==> src/inc/event_counter_pkg.sv <==
/*
  constants for the dual event counter unit: register selectors, setup
  field positions, widths, reset values and pin timing.
  assumes a core that reaches the registers through its own model-register
  access path and hands in per-cycle event counts for each counter.
*/
package event_counter_pkg;

  // ==========================================================
  // register selectors on the model-register access port
  localparam logic [1:0] SEL_SETUP_0 = 2'h0; // event_setup_0
  localparam logic [1:0] SEL_SETUP_1 = 2'h1; // event_setup_1
  localparam logic [1:0] SEL_TALLY_0 = 2'h2; // event_tally_0
  localparam logic [1:0] SEL_TALLY_1 = 2'h3; // event_tally_1

  // ==========================================================
  // setup register field positions
  localparam int CODE_LSB = 0;
  localparam int CODE_MSB = 7;
  localparam int QUAL_LSB = 8;
  localparam int QUAL_MSB = 15;
  localparam int USER_BIT = 16;
  localparam int SUPER_BIT = 17;
  localparam int EDGE_BIT = 18;
  localparam int PIN_BIT = 19;
  localparam int IRQ_BIT = 20;
  localparam int GLOBAL_BIT = 22;
  localparam int FLIP_BIT = 23;
  localparam int THRESH_LSB = 24;
  localparam int THRESH_MSB = 31;

  // ==========================================================
  // widths and reset values
  localparam int TALLY_W = 40;
  localparam int LOW_W = 32;
  localparam int SIGN_BIT = 31;
  localparam int EVT_W = 8;
  localparam int PERMIT_BIT = 8; // user_read_permit in control_register_four
  localparam logic [31:0] SETUP_RESET = 32'h0000_0000;
  localparam logic [39:0] TALLY_RESET = 40'h00_0000_0000;

  // ==========================================================
  // bus clock divider: core 40 MHz, bus clock enable every BUS_DIV cycles
  localparam int BUS_DIV = 2;
  localparam logic [3:0] BUS_DIV_LAST = 4'(BUS_DIV - 1);

endpackage

==> src/rtl/tally_lane.sv <==
/*
  one counter lane: qualifies the per-cycle event count by privilege,
  threshold, invert and edge, keeps the 40-bit tally and its carry out.
  assumes event counts arrive from logic on clk_sys; no synchroniser.
*/
`timescale 1ns/1ps
module tally_lane
  import event_counter_pkg::*;
(
  input wire logic clk_sys,
  input wire logic rst,
  input wire logic [31:0] setup,
  input wire logic laneOn,
  input wire logic [1:0] privLevel,
  input wire logic [7:0] eventCount,
  input wire logic loadStrobe,
  input wire logic [31:0] loadData,
  output logic [39:0] tally,
  output logic counted,
  output logic wrapped
);

  // ==========================================================
  // lane state
  typedef struct packed {
    logic [39:0] tally;   // running count
    logic lastCond;       // qualified condition of the previous cycle
    logic counted;        // a count was taken this cycle
    logic wrapped;        // carry out of bit 39 this cycle
  } lane_type;

  lane_type cur;
  lane_type next_cur;

  logic privOk;
  logic cond;
  logic [39:0] step;
  logic [40:0] sum;
  logic [7:0] thresh;

  // ==========================================================
  // qualify and add
  always_comb begin
    next_cur = cur;
    thresh = setup[THRESH_MSB:THRESH_LSB];
    // level 0 counts under the supervisor flag, 1..3 under user
    privOk = (privLevel == 2'h0) ? setup[SUPER_BIT]
                                  : setup[USER_BIT];
    // threshold compare, flipped when asked
    if (thresh != 8'h00) begin
      cond = (eventCount >= thresh) ^ setup[FLIP_BIT];
    end else begin
      cond = (eventCount != 8'h00); // duration events arrive as 1
    end
    cond = cond & privOk & laneOn;
    // amount to add
    if (setup[EDGE_BIT]) begin
      step = {39'h0, cond & ~cur.lastCond};
    end else if (thresh != 8'h00) begin
      step = {39'h0, cond};
    end else begin
      step = (privOk && laneOn) ? {32'h0, eventCount}
                                : 40'h00_0000_0000;
    end
    sum = {1'b0, cur.tally} + {1'b0, step};
    next_cur.lastCond = cond;
    next_cur.counted = (step != 40'h00_0000_0000);
    next_cur.wrapped = sum[TALLY_W];
    next_cur.tally = sum[39:0];
    // a load wins over counting; upper byte copies bit 31
    if (loadStrobe) begin
      next_cur.tally = {{8{loadData[SIGN_BIT]}}, loadData};
      next_cur.wrapped = 1'b0;
      next_cur.counted = 1'b0;
    end
  end

  // ==========================================================
  // state register
  always_ff @(posedge clk_sys or posedge rst) begin
    if (rst) begin
      cur <= '0;
    end else begin
      cur <= next_cur;
    end
  end

  assign tally = cur.tally;
  assign counted = cur.counted;
  assign wrapped = cur.wrapped;

endmodule

==> src/rtl/dual_event_counter_unit.sv <==
/*
  dual event counter unit: two setup registers, two 40-bit tallies,
  privileged model-register access, counter-read instruction path,
  monitor pins and overflow interrupt requests.
  assumes the core presents privilege level, mode and control register
  four bits on clk_sys, and event counts per cycle from its own logic.
*/
// Contract
// - low byte selects the monitored event
// - bits 8-15 qualify the chosen event
// - user flag counts at levels one-three
// - supervisor flag counts at level zero
// - edge flag counts rising transitions only
// - pin toggle is one bus clock high
// - interrupt flag raises overflow interrupt request
// - global enable in first setup, both
// - invert flag flips threshold compare
// - nonzero threshold adds one when met
// - zero threshold adds cycle event count
// - counter read gated by user permit
// - counter read samples without serialising
// - model-register access only at level zero
// - tally writes sign-extend bit 31
// - counting starts right after enable write
// - stop on enable clear or cleared setups
// - clearing second setup stops second only
// - two counters, forty bits each
// - duration mode counts true cycles
`timescale 1ns/1ps
module dual_event_counter_unit
  import event_counter_pkg::*;
(
  input wire logic clk_sys,
  input wire logic rst,
  input wire logic [1:0] privLevel,
  input wire logic v86Mode,
  input wire logic [31:0] controlRegisterFour,
  input wire logic [7:0] eventCount0,
  input wire logic [7:0] eventCount1,
  input wire logic regRead,
  input wire logic regWrite,
  input wire logic [1:0] regSel,
  input wire logic [31:0] regWriteData,
  output logic [39:0] regReadData,
  output logic regFault,
  input wire logic counterRead,
  input wire logic counterIndex,
  output logic [39:0] counterReadData,
  output logic counterReadFault,
  output logic [7:0] setupCode0,
  output logic [7:0] setupCode1,
  output logic [7:0] unitQualifier0,
  output logic [7:0] unitQualifier1,
  output logic [1:0] monitorEventPin,
  output logic [1:0] overflowIrq
);

  // ==========================================================
  // unit state, one struct registered as a whole
  typedef struct packed {
    logic [31:0] setup0;        // event_setup_0
    logic [31:0] setup1;        // event_setup_1
    logic [39:0] readData;      // register read answer
    logic regFault;             // refused model-register access
    logic [39:0] ctrData;       // counter-read answer
    logic ctrFault;             // refused counter read
    logic [1:0] pinPending;     // toggle waiting for a bus clock
    logic [1:0] pin;            // monitor pin level
    logic [1:0] irq;            // overflow interrupt pulse
    logic [3:0] busDiv;         // bus clock enable divider
  } unit_type;

  unit_type cur;
  unit_type next_cur;

  logic laneOn0;
  logic laneOn1;
  logic load0;
  logic load1;
  logic [39:0] tally0;
  logic [39:0] tally1;
  logic counted0;
  logic counted1;
  logic wrapped0;
  logic wrapped1;
  logic busTick;
  logic privileged;
  logic [1:0] toggleReq;
  logic [39:0] laneTally [2]; // per-lane tally, indexed by lane
  logic [1:0] laneCounted;    // per-lane count taken
  logic [1:0] laneWrapped;    // per-lane carry out

  // ==========================================================
  // lane enables: global bit only in the first setup register
  // an all-zero setup has no privilege flag set, so its lane stops too
  assign laneOn0 = cur.setup0[GLOBAL_BIT];
  assign laneOn1 = cur.setup0[GLOBAL_BIT]
                   & (cur.setup1 != SETUP_RESET);
  assign privileged = (privLevel == 2'h0);
  assign load0 = regWrite & privileged & (regSel == SEL_TALLY_0);
  assign load1 = regWrite & privileged & (regSel == SEL_TALLY_1);
  assign busTick = (cur.busDiv == BUS_DIV_LAST);

  // ==========================================================
  // the two counters, one lane each
  generate
    for (genvar i = 0; i < 2; i++) begin : g_lane
      tally_lane u_lane (
        .clk_sys(clk_sys),
        .rst(rst),
        .setup(i == 0 ? cur.setup0 : cur.setup1),
        .laneOn(i == 0 ? laneOn0 : laneOn1),
        .privLevel(privLevel),
        .eventCount(i == 0 ? eventCount0 : eventCount1),
        .loadStrobe(i == 0 ? load0 : load1),
        .loadData(regWriteData),
        .tally(laneTally[i]),
        .counted(laneCounted[i]),
        .wrapped(laneWrapped[i])
      );
    end
  endgenerate

  // lane outputs through plain nets, one driver each
  assign tally0 = laneTally[0];
  assign tally1 = laneTally[1];
  assign counted0 = laneCounted[0];
  assign counted1 = laneCounted[1];
  assign wrapped0 = laneWrapped[0];
  assign wrapped1 = laneWrapped[1];

  // pin request follows the pin-select flag per lane
  assign toggleReq[0] = cur.setup0[PIN_BIT] ? counted0 : wrapped0;
  assign toggleReq[1] = cur.setup1[PIN_BIT] ? counted1 : wrapped1;

  // ==========================================================
  // register access, pins and interrupts
  always_comb begin
    next_cur = cur;
    next_cur.irq = 2'b00;
    next_cur.busDiv = busTick ? 4'h0 : cur.busDiv + 4'h1;

    // model-register access, level zero only
    next_cur.regFault = (regRead | regWrite) & ~privileged;
    if (regWrite && privileged) begin
      // new setup takes effect the next cycle
      unique case (regSel)
        SEL_SETUP_0: next_cur.setup0 = regWriteData;
        SEL_SETUP_1: next_cur.setup1 = regWriteData;
        SEL_TALLY_0: next_cur.setup0 = cur.setup0;
        SEL_TALLY_1: next_cur.setup1 = cur.setup1;
      endcase
    end
    if (regRead && privileged) begin
      unique case (regSel)
        SEL_SETUP_0: next_cur.readData = {8'h00, cur.setup0};
        SEL_SETUP_1: next_cur.readData = {8'h00, cur.setup1};
        SEL_TALLY_0: next_cur.readData = tally0;
        SEL_TALLY_1: next_cur.readData = tally1;
      endcase
    end

    // counter read: samples the live tally at once, no ordering wait
    if (counterRead) begin
      if (privileged || controlRegisterFour[PERMIT_BIT]) begin
        next_cur.ctrData = counterIndex ? tally1 : tally0;
        next_cur.ctrFault = 1'b0;
      end else begin
        next_cur.ctrFault = 1'b1;
      end
    end else begin
      next_cur.ctrFault = 1'b0;
    end

    // pins: latch a request, raise for one bus clock, then drop
    // back-to-back requests inside one bus clock merge into one toggle, unless one lands on the tick that raises the pin
    for (int i = 0; i < 2; i++) begin
      if (toggleReq[i]) begin
        next_cur.pinPending[i] = 1'b1;
      end
      if (busTick) begin
        next_cur.pin[i] = cur.pinPending[i] & ~cur.pin[i];
        if (cur.pinPending[i] && !cur.pin[i] && !toggleReq[i]) begin
          next_cur.pinPending[i] = 1'b0;
        end
      end
    end

    // overflow interrupt pulse when enabled per lane
    next_cur.irq[0] = wrapped0 & cur.setup0[IRQ_BIT];
    next_cur.irq[1] = wrapped1 & cur.setup1[IRQ_BIT];
  end

  // ==========================================================
  // state register
  always_ff @(posedge clk_sys or posedge rst) begin
    if (rst) begin
      cur <= '0;
    end else begin
      cur <= next_cur;
    end
  end

  // ==========================================================
  // outputs straight from flip-flops
  assign regReadData = cur.readData;
  assign regFault = cur.regFault;
  assign counterReadData = cur.ctrData;
  assign counterReadFault = cur.ctrFault;
  assign setupCode0 = cur.setup0[CODE_MSB:CODE_LSB];
  assign setupCode1 = cur.setup1[CODE_MSB:CODE_LSB];
  assign unitQualifier0 = cur.setup0[QUAL_MSB:QUAL_LSB];
  assign unitQualifier1 = cur.setup1[QUAL_MSB:QUAL_LSB];
  assign monitorEventPin = cur.pin;
  assign overflowIrq = cur.irq;

  // v86 mode makes no difference to the counter read gate
  logic unusedV86;
  assign unusedV86 = v86Mode;

endmodule

==> config.mk <==
export PLATFORM = sky130hd
export DESIGN_NAME = dual_event_counter_unit
export DESIGN_NICKNAME = d
export VERILOG_FILES = /design/src/inc/event_counter_pkg.sv /design/src/rtl/tally_lane.sv /design/src/rtl/dual_event_counter_unit.sv
export SDC_FILE = /design/constraint.sdc
export NUM_CORES = 1
export LEC_CHECK = 0
export ABC_AREA = 0
export BUFFER_PORTS_ARGS = -buffer_cell sky130_fd_sc_hd__buf_4
export CAP_MARGIN = 30
export CORE_ASPECT_RATIO = 1.25
export CORE_UTILIZATION = 60
export DETAILED_ROUTE_END_ITERATION = 10
export HOLD_SLACK_MARGIN = 0.05
export PLACE_DENSITY = 0.82
export SYNTH_ARGS = -nofsm -noshare
export SYNTH_HDL_FRONTEND = slang
export SYNTH_HIERARCHICAL = 1
export SYNTH_SLANG_ARGS = --single-unit
==> constraint.sdc <==
create_clock -name clk_sys -period 11.15 [get_ports clk_sys]
set_input_delay 0.5575 -clock clk_sys [delete_from_list [all_inputs] [get_ports clk_sys]]
set_output_delay 0.5575 -clock clk_sys [all_outputs]
set_load 0.005 [all_outputs]
Yosys cells after proc, flatten, opt, wreduce, memory -nomap -nowiden
Index checks and enable logic that the tools add are counted.

storage, ports and cells
  flip-flop bits (word level) = 242
  output and inout port bits = 118
  word-level logic and storage cells = 102

cells by class
  $add $sub $neg = 3
  $lt $le $gt $ge = 2
  eq/ne operators = 4
  muxes and demuxes = 27
  bitwise operators = 23
  reduce and logical (&&, ||, !) cells = 25

operator list
  operator                                       number
  2-to-1 mux 40 bit                              7
  one-hot mux 40 bit (4 select lines)            1
  adder 40 x 40 -> 41 bit                        2
  nonzero test 40 bit                            2
  nonzero test 32 bit                            1
  nonzero test 8 bit                             4
  greater-or-equal comparator 8 bit              2
  2-to-1 mux 8 bit                               2
  bitwise AND 1 bit                              15
  2-to-1 mux 1 bit                               14
  logical AND 1 bit                              8
  AND reduction 2 bit                            3
  inverter 1 bit                                 5
  adder 4 x 1 -> 4 bit, second input constant    1
  == test 2 bit, second input constant           2
  == test 4 x 1 -> 1 bit, second input constant  1
  logical NOT 1 bit                              4
  logical NOT 2 bit                              2
  2-to-1 mux 2 bit                               2
  2-to-1 mux 4 bit                               1
  == test 2 x 1 -> 1 bit, second input constant  1
  XOR 1 bit                                      2
  logical OR 1 bit                               1
  bitwise OR 1 bit                               1

Depth between registers and ports, before layout
Gate-level depths: netlist of run 1.

  depth after elaboration = 9
  gate-level depth with buffers = 15
  gate-level depth less buffers = 15

Hierarchy
The synthesis of run 1 kept the hierarchy.

modules (own cells, without submodules)
  module                   instances  cells an instance  area an instance (sq um)
  dual_event_counter_unit  1          580                8194.1
  tally_lane               2          405                3377.0

Least setup slack after synthesis of run 1
Ideal clock, no wire load.

  kind = input-to-reg
  start point = in eventCount0[2]
  end point = reg g_lane[0].u_lane.cur, in the netlist g_lane[0].u_lane/tally[22]
  arrival = 3549 ps
  required time = 11068 ps
  slack = 7519 ps
  cell stages on the path = 14
  path buffers = 0
  path through = ha_1 -> a211oi_1 -> o21ai_0 -> a21oi_1 -> mux2i_1 -> nor3_1 -> ha_1 -> inv_1 -> fa_1 -> nand2b_1 -> a211oi_2 -> o2111ai_1 -> or4_1 -> a31oi_1

RTL lines
  element               line                           source
  from (decl)           dual_event_counter_unit.sv:38  input wire logic [7:0] eventCount0,
  to (signal assigned)  tally_lane.sv:84               cur <= next_cur;
  to (decl)             tally_lane.sv:32               lane_type cur;

==> results.toml, run 1 <==
[finish]
area_growth_pct = 5.68
finalNetCount = 1476
drive_above_1_share_pct = 27.7

[worst_setup_path]
endpoint_kind = "flip-flop"
cp-start-kind = "flip-flop"
crit_arrival_ns = 5.21
regToRegSetupSlack_ns = 6.40
crit_required_ns = 11.61
path_class = "reg2reg"
r2r_end = "g_lane[1].u_lane/tally[22]"
r2r_start = "cur[118]"
rr_worst_depth = 15
path_max_fanout = 8

[yosys]
yosysWarnings = 6
async_flop_share_pct = 100
synth_cell_types = 68
syn_area_per_cell_um2 = 10.8
synth_edf_count = 0
synth.net_count = 1515
synth_most_common_cell = "dfrtp_1"
synth-main-ff-cell = "dfrtp_1"
yosys.area.top_type = "dfrtp_1"
synthesis.instances = 1390
yosysSeqAreaShare_pct = 40.5
synth.area.top_cells = "dfrtp_1 (41%), buf_4 (9.9%), mux2_2 (6.9%)"
syn-cell-area_um2 = 14900
ys_ff_latch = 242
synth_top_area_share_pct = 40.5
synth_commonest_cells = "dfrtp_1 (242), buf_4 (197), mux2_2 (91), nand2_1 (89), mux2_1 (84)"

[min_path]
hold_class = "in2reg"
min_to = "counterReadFault"
min_delay_path_depth = 2
hp-start = "controlRegisterFour[8]"

[sta]
worstMarginPinSlew_ns = 1.04
setup_viol = 0
finalMaxSlewViolations = 0
hold_violations = 0
rsz0062_at_grt = "no"
worst_clock_skew_ns = 0.0171
fmax_ghz = 0.210
hold_slack_ns = 0.214
post-route-period-util_pct = 42.6
period_needed_ns = 4.75
max_slew_margin_pct = 30.8
setup_tns_ns = 0

[floorplan]
start_util_pct = 61.0
ios = 209
num_rows = 64
core_um2 = 24500
dieArea_um2 = 25600
die_width_um = 143
chipHeight_um = 178

[global_route]
antenna_found_initial = 3
grt_first_pass_wirelength_um = 60100
grt-ovfl-total = 0
grt.total_usage_pct = 30.7
grt_pass1_vias = 11000
grt_max_degree = 94

[job]
drv_cap = 0

[cts]
cts_resized = 0
htree_levels = 1
path_clk_slew_ns = 0.07
holdBufCountCts = 0
clock_path_buffers = 3
postCtsSetupBuffers = 0
cts_tree = "done"
cts-root-buf = "clkbuf_16"
cts_sinks = 242
cts_buffers = 25
worstSkewPairLatency_ns = 0.53

[drt]
viasPerCell = 6.49
via_count = 11000
drt_iter0_markers = 1162
routed_wl_um = 38300
drc = 0
drtAntennaViolNets = 0
dr.pass1.iters = 5
wl_per_cell_um = 22.6

[power_and_ir_drop]
p_per_area_nw_per_um2 = 185
power.leakage_nw = 6.75
ir_drop_mv = 0.102

[placed_design]
gp_congestion = 0.921
hpwl_um = 26200
portBuffers = 176

[outcome]
status = "complete, no violations"
## routing by layer
metal	vias to the layer above	track usage [%]	wire (um)
met4	0	16.0	1840
li1	4809	-	-
met1	5481	38.3	14600
met2	592	52.0	19000
met5	-	0	0
met3	142	4.08	2860
## layout make-up
type | count | area [um^2]
antenna | 2 | 5.00
clock buffer | 36 | 717
clock inverter | 7 | 67.6
fill | 1892 | 8710
inverter | 39 | 151
multi-input combinational | 856 | 6980
sequential | 242 | 6060
tap | 330 | 413
timing repair buffer | 187 | 1400
## flip-flops by register name, indices dropped and copies added, names as in the netlist
register               cells
counterReadData           40
setupCode0                 8
monitorEventPin            2
cur                       38
g_lane.u_lane/counted      2
unitQualifier1             8
overflowIrq                2
regReadData               40
g_lane.u_lane/wrapped      2
setupCode1                 8
counterReadFault           1
g_lane.u_lane/tally       80
unitQualifier0             8
g_lane.u_lane/cur          2
regFault                   1
## where the power goes
| group | switching, mW | internal, mW | total (mW) |
|---|---|---|---|
| logic | 0.338 | 0.444 | 0.782 |
| registers | 0.230 | 1.09 | 1.32 |
| clock network | 0.347 | 0.468 | 0.815 |
| total | 0.916 | 2.00 | 2.92 |
## how the worst max path moves through the flow
stage	startpoint	to	slack, ns	depth (start not counted)
floorplan	rst	counterReadData[0]	6.39	1
global placement	eventCount1[2]	g_lane[1].u_lane/tally[22]	6.49	15
detailed placement	eventCount1[2]	g_lane[1].u_lane/tally[22]	6.33	15
CTS	cur[118]	g_lane[1].u_lane/tally[22]	6.45	15
global route	cur[118]	g_lane[1].u_lane/tally[22]	6.10	15
finish	cur[118]	g_lane[1].u_lane/tally[22]	6.40	15
## per-stage QoR
step | setup slack [ns] | std cells | cell area [um^2] | util (%) | power [mW]
6_report | 6.40 | 1699 | 15800 | 64.5 | 2.92
4_1_cts | 6.45 | 1697 | 15800 | 64.5 | 2.92
3_3_place_gp | 6.49 | 1654 | 15000 | 61.2 | 2.06
5_1_grt | 6.10 | 1699 | 15800 | 64.5 | 3.06
3_5_place_dp | 6.33 | 1654 | 15000 | 61.2 | 2.10
2_1_floorplan | 6.39 | 1390 | 14900 | - | 1.96
## critical path, stage by stage, from the launching register on
cell	delay, ns
dfrtp_1	0.46
inv_1	0.08
ha_1	0.32
a211oi_1	0.22
o21ai_0	0.13
a21oi_1	0.22
mux2i_1	0.15
nor3_1	0.37
ha_1	0.25
inv_1	0.06
fa_1	0.39
nand2b_1	0.21
a211oi_2	0.64
o2111ai_1	0.46
or4_1	0.53
a31oi_1	0.18
## cell families after synthesis
kind of cell	count (synthesis)	share of synthesized area [%]
and+or+nand+nor	357	13.0
adders and majority gates	34	2.95
xor gates and xnor gates	18	1.05
buffers and inverters	292	13.0
muxes	231	19.7
AOI/OAI and AO/OA	216	9.74
DFF	242	40.5
## layout by cell type (no fill, tap or decap), types with 7 or more instances in the layout
master     count
nand2_1       89
a31oi_1       34
mux2_2        91
mux2i_1       20
nand4_1       14
a22oi_1       10
xor2_1        10
and2_1        22
clkbuf_16     25
o21ai_0       44
nor3b_1        7
nor2_1        56
xnor2_1        8
mux2_1        84
ha_1          32
nor4_1        18
o2111ai_1      8
or4_1         20
o31ai_1       18
a21oi_1       30
buf_4        187
nor2b_1       18
dfrtp_1      242
a22o_1        10
inv_1         38
or3_1         12
mux4_2        32
a211oi_1      10
nor3_1        28
nand3_1       40
Power figures use the tool's default switching activity.
==> inputs of run 2 (changes only) <==
- CORE_UTILIZATION: 60 -> 59
- PLACE_DENSITY: 0.82 -> 0.81
- clock period: 11.15 -> 4.8 ns (I/O delays scaled with it)
==> run 2 against run 1 <==
Net effect: sequential power up 130%; largest cell class unchanged; total power rose by 140%; global-route usage about the same; count of clock-buffer cells in the layout up 1; wire length rose by 1.6%; design area increased by 3.0%; combinational power grew 140%; highest routed layer unchanged; non-clock buffer count grew 44; cell count up 2.6%; first-iteration DRC count shrank 7.1%.
==> results.toml, run 2 (synthesis gave the netlist of run 1 again) <==
[worst_setup_path]
cp-startpoint = "cur[120]"
path_buf_inv = 0
crit_chain = "nor4_1 -> nand4_1 -> o21a_1 -> o21ai_0 -> nor3_1 -> and2_1 -> ha_1 -> nand3_1 -> a211oi_2 -> o2111ai_1 -> or4_1 -> a31oi_1"
crit_required_ns = 5.25
crit_arrival_ns = 4.93
regToRegSetupSlack_ns = 0.32
cp-start-kind = "flip-flop"
max_stage_delay_ns = 0.69
cpLargestDelayFamily = "simple AND/OR/NAND/NOR gates"
cp.depth = 12
endpoint_kind = "flip-flop"
rr_worst_depth = 12
r2r_start = "cur[120]"
path_class = "reg2reg"
endpoint = "g_lane[1].u_lane/tally[22]"
path_max_fanout = 9
r2r_end = "g_lane[1].u_lane/tally[22]"
crit_path_top_delay_cell = "nor4_1"

[sta]
worstMarginPinSlew_ns = 0.973
setup_viol = 0
hold_violations = 0
fmax_ghz = 0.223
setup_tns_ns = 0
finalMaxSlewViolations = 0
rsz0062_at_grt = "no"
max_slew_margin_pct = 35.1
post-route-period-util_pct = 93.3
period_needed_ns = 4.48
worst_clock_skew_ns = 0.0127

[drt]
drtAntennaViolNets = 0
dr.pass1.iters = 6
via_count = 11200
wl_per_cell_um = 22.4
drc = 0
drt_iter0_markers = 1080
routed_wl_um = 39000
viasPerCell = 6.43

[finish]
area_growth_pct = 8.87
final_common_cell = "dfrtp_1"
drive_above_1_share_pct = 27.3
largest_reg_flops = 80
layout_common_cells = "dfrtp_1 (242), buf_4 (192), mux2_2 (91)"
finalNetCount = 1519
fin_cells = 1743

[global_route]
grt-ovfl-total = 0
grt.total_usage_pct = 30.7
grt_first_pass_wirelength_um = 61700
grt_max_degree = 69
grt_pass1_vias = 11300
antenna_found_initial = 2

[cts]
cts_sinks = 242
cts-root-buf = "clkbuf_16"
cts_tree = "done"
cts_resized = 0
htree_levels = 1
worstSkewPairLatency_ns = 0.53
postCtsSetupBuffers = 0
clock_path_buffers = 3
path_clk_slew_ns = 0.07
holdBufCountCts = 38
cts_buffers = 24

[floorplan]
dieArea_um2 = 26000
core_um2 = 24700
num_rows = 64
chipHeight_um = 180
start_util_pct = 60.6
ios = 209
die_width_um = 144

[job]
drv_cap = 0

[placed_design]
gp_congestion = 0.908
hpwl_um = 26300
portBuffers = 176
dp_cells = 1660

[power_and_ir_drop]
ir_drop_mv = 0.225
power.leakage_nw = 6.97
p_per_area_nw_per_um2 = 423

[outcome]
status = "complete, no violations"

[min_path]
hold_class = "in2reg"
==> run 2: cell types whose count changed in the layout (fill, tap and decap cells not counted), sizes merged <==
cell | before | now
clkbuf | 36 | 37
dlygate4sd3 | 0 | 38
buf | 187 | 193
clkinv | 3 | 2
clkinvlp | 3 | 2
bufinv | 1 | 2
==> run 2: worst min-delay path by stage <==
stage	end	cells after the start	from
after floorplan	counterReadFault	1	controlRegisterFour[8]
final	g_lane[1].u_lane/cur[2]	3	eventCount1[0]
after global placement	counterReadFault	2	controlRegisterFour[8]
after global routing	g_lane[1].u_lane/cur[2]	3	eventCount1[0]
after CTS	g_lane[1].u_lane/cur[2]	3	eventCount1[0]
after detailed placement	counterReadData[9]	2	rst
==> run 2: where the power goes <==
part | internal, mW | total [mW] | switching, mW | leakage, nW
Sequential | 2.53 | 3.07 | 0.536 | 2.84
Combinational | 1.06 | 1.86 | 0.801 | 3.73
Clock | 1.15 | 1.96 | 0.805 | 0.395
Total | 4.74 | 6.88 | 2.14 | 6.97
==> run 2: layer usage <==
metal	vias up	global-route usage, %	share of wire, %
li1	4906	-	-
met1	5516	37.7	38
met2	620	51.0	49
met3	161	4.79	7.6
met4	0	17.2	6.0
met5	-	0	0
==> run 2: worst min-delay path: stages <==
cell and delay (ns):
buf_4 0.12, nor3_1 0.05, nor3_1 0.12
==> run 2: area by class of cell <==
class                   count  area [um^2]
diodes                      2         5.00
repair buffers            231         1850
clock inverters             6         85.1
inverters                  39          151
fillers                  1859         8390
well taps                 330          413
multi-input cells         856         6980
clock buffers              37          731
flip-flops and latches    242         6060
==> run 2: metrics by stage <==
stage                     cell area, um^2  power [mW]  setup slack [ns]  util, %  hold slack [ns]
after floorplan                     14900        4.55             0.353        -            0.310
after global placement              15000        4.79             0.604     61.0            0.433
after detailed placement            15100        4.90             0.470     61.1            0.296
after CTS                           16300        6.89             0.456     66.0           0.0603
after global routing                16300        7.24             0.117     66.0            0.110
final                               16300        6.88             0.321     66.0           0.0726
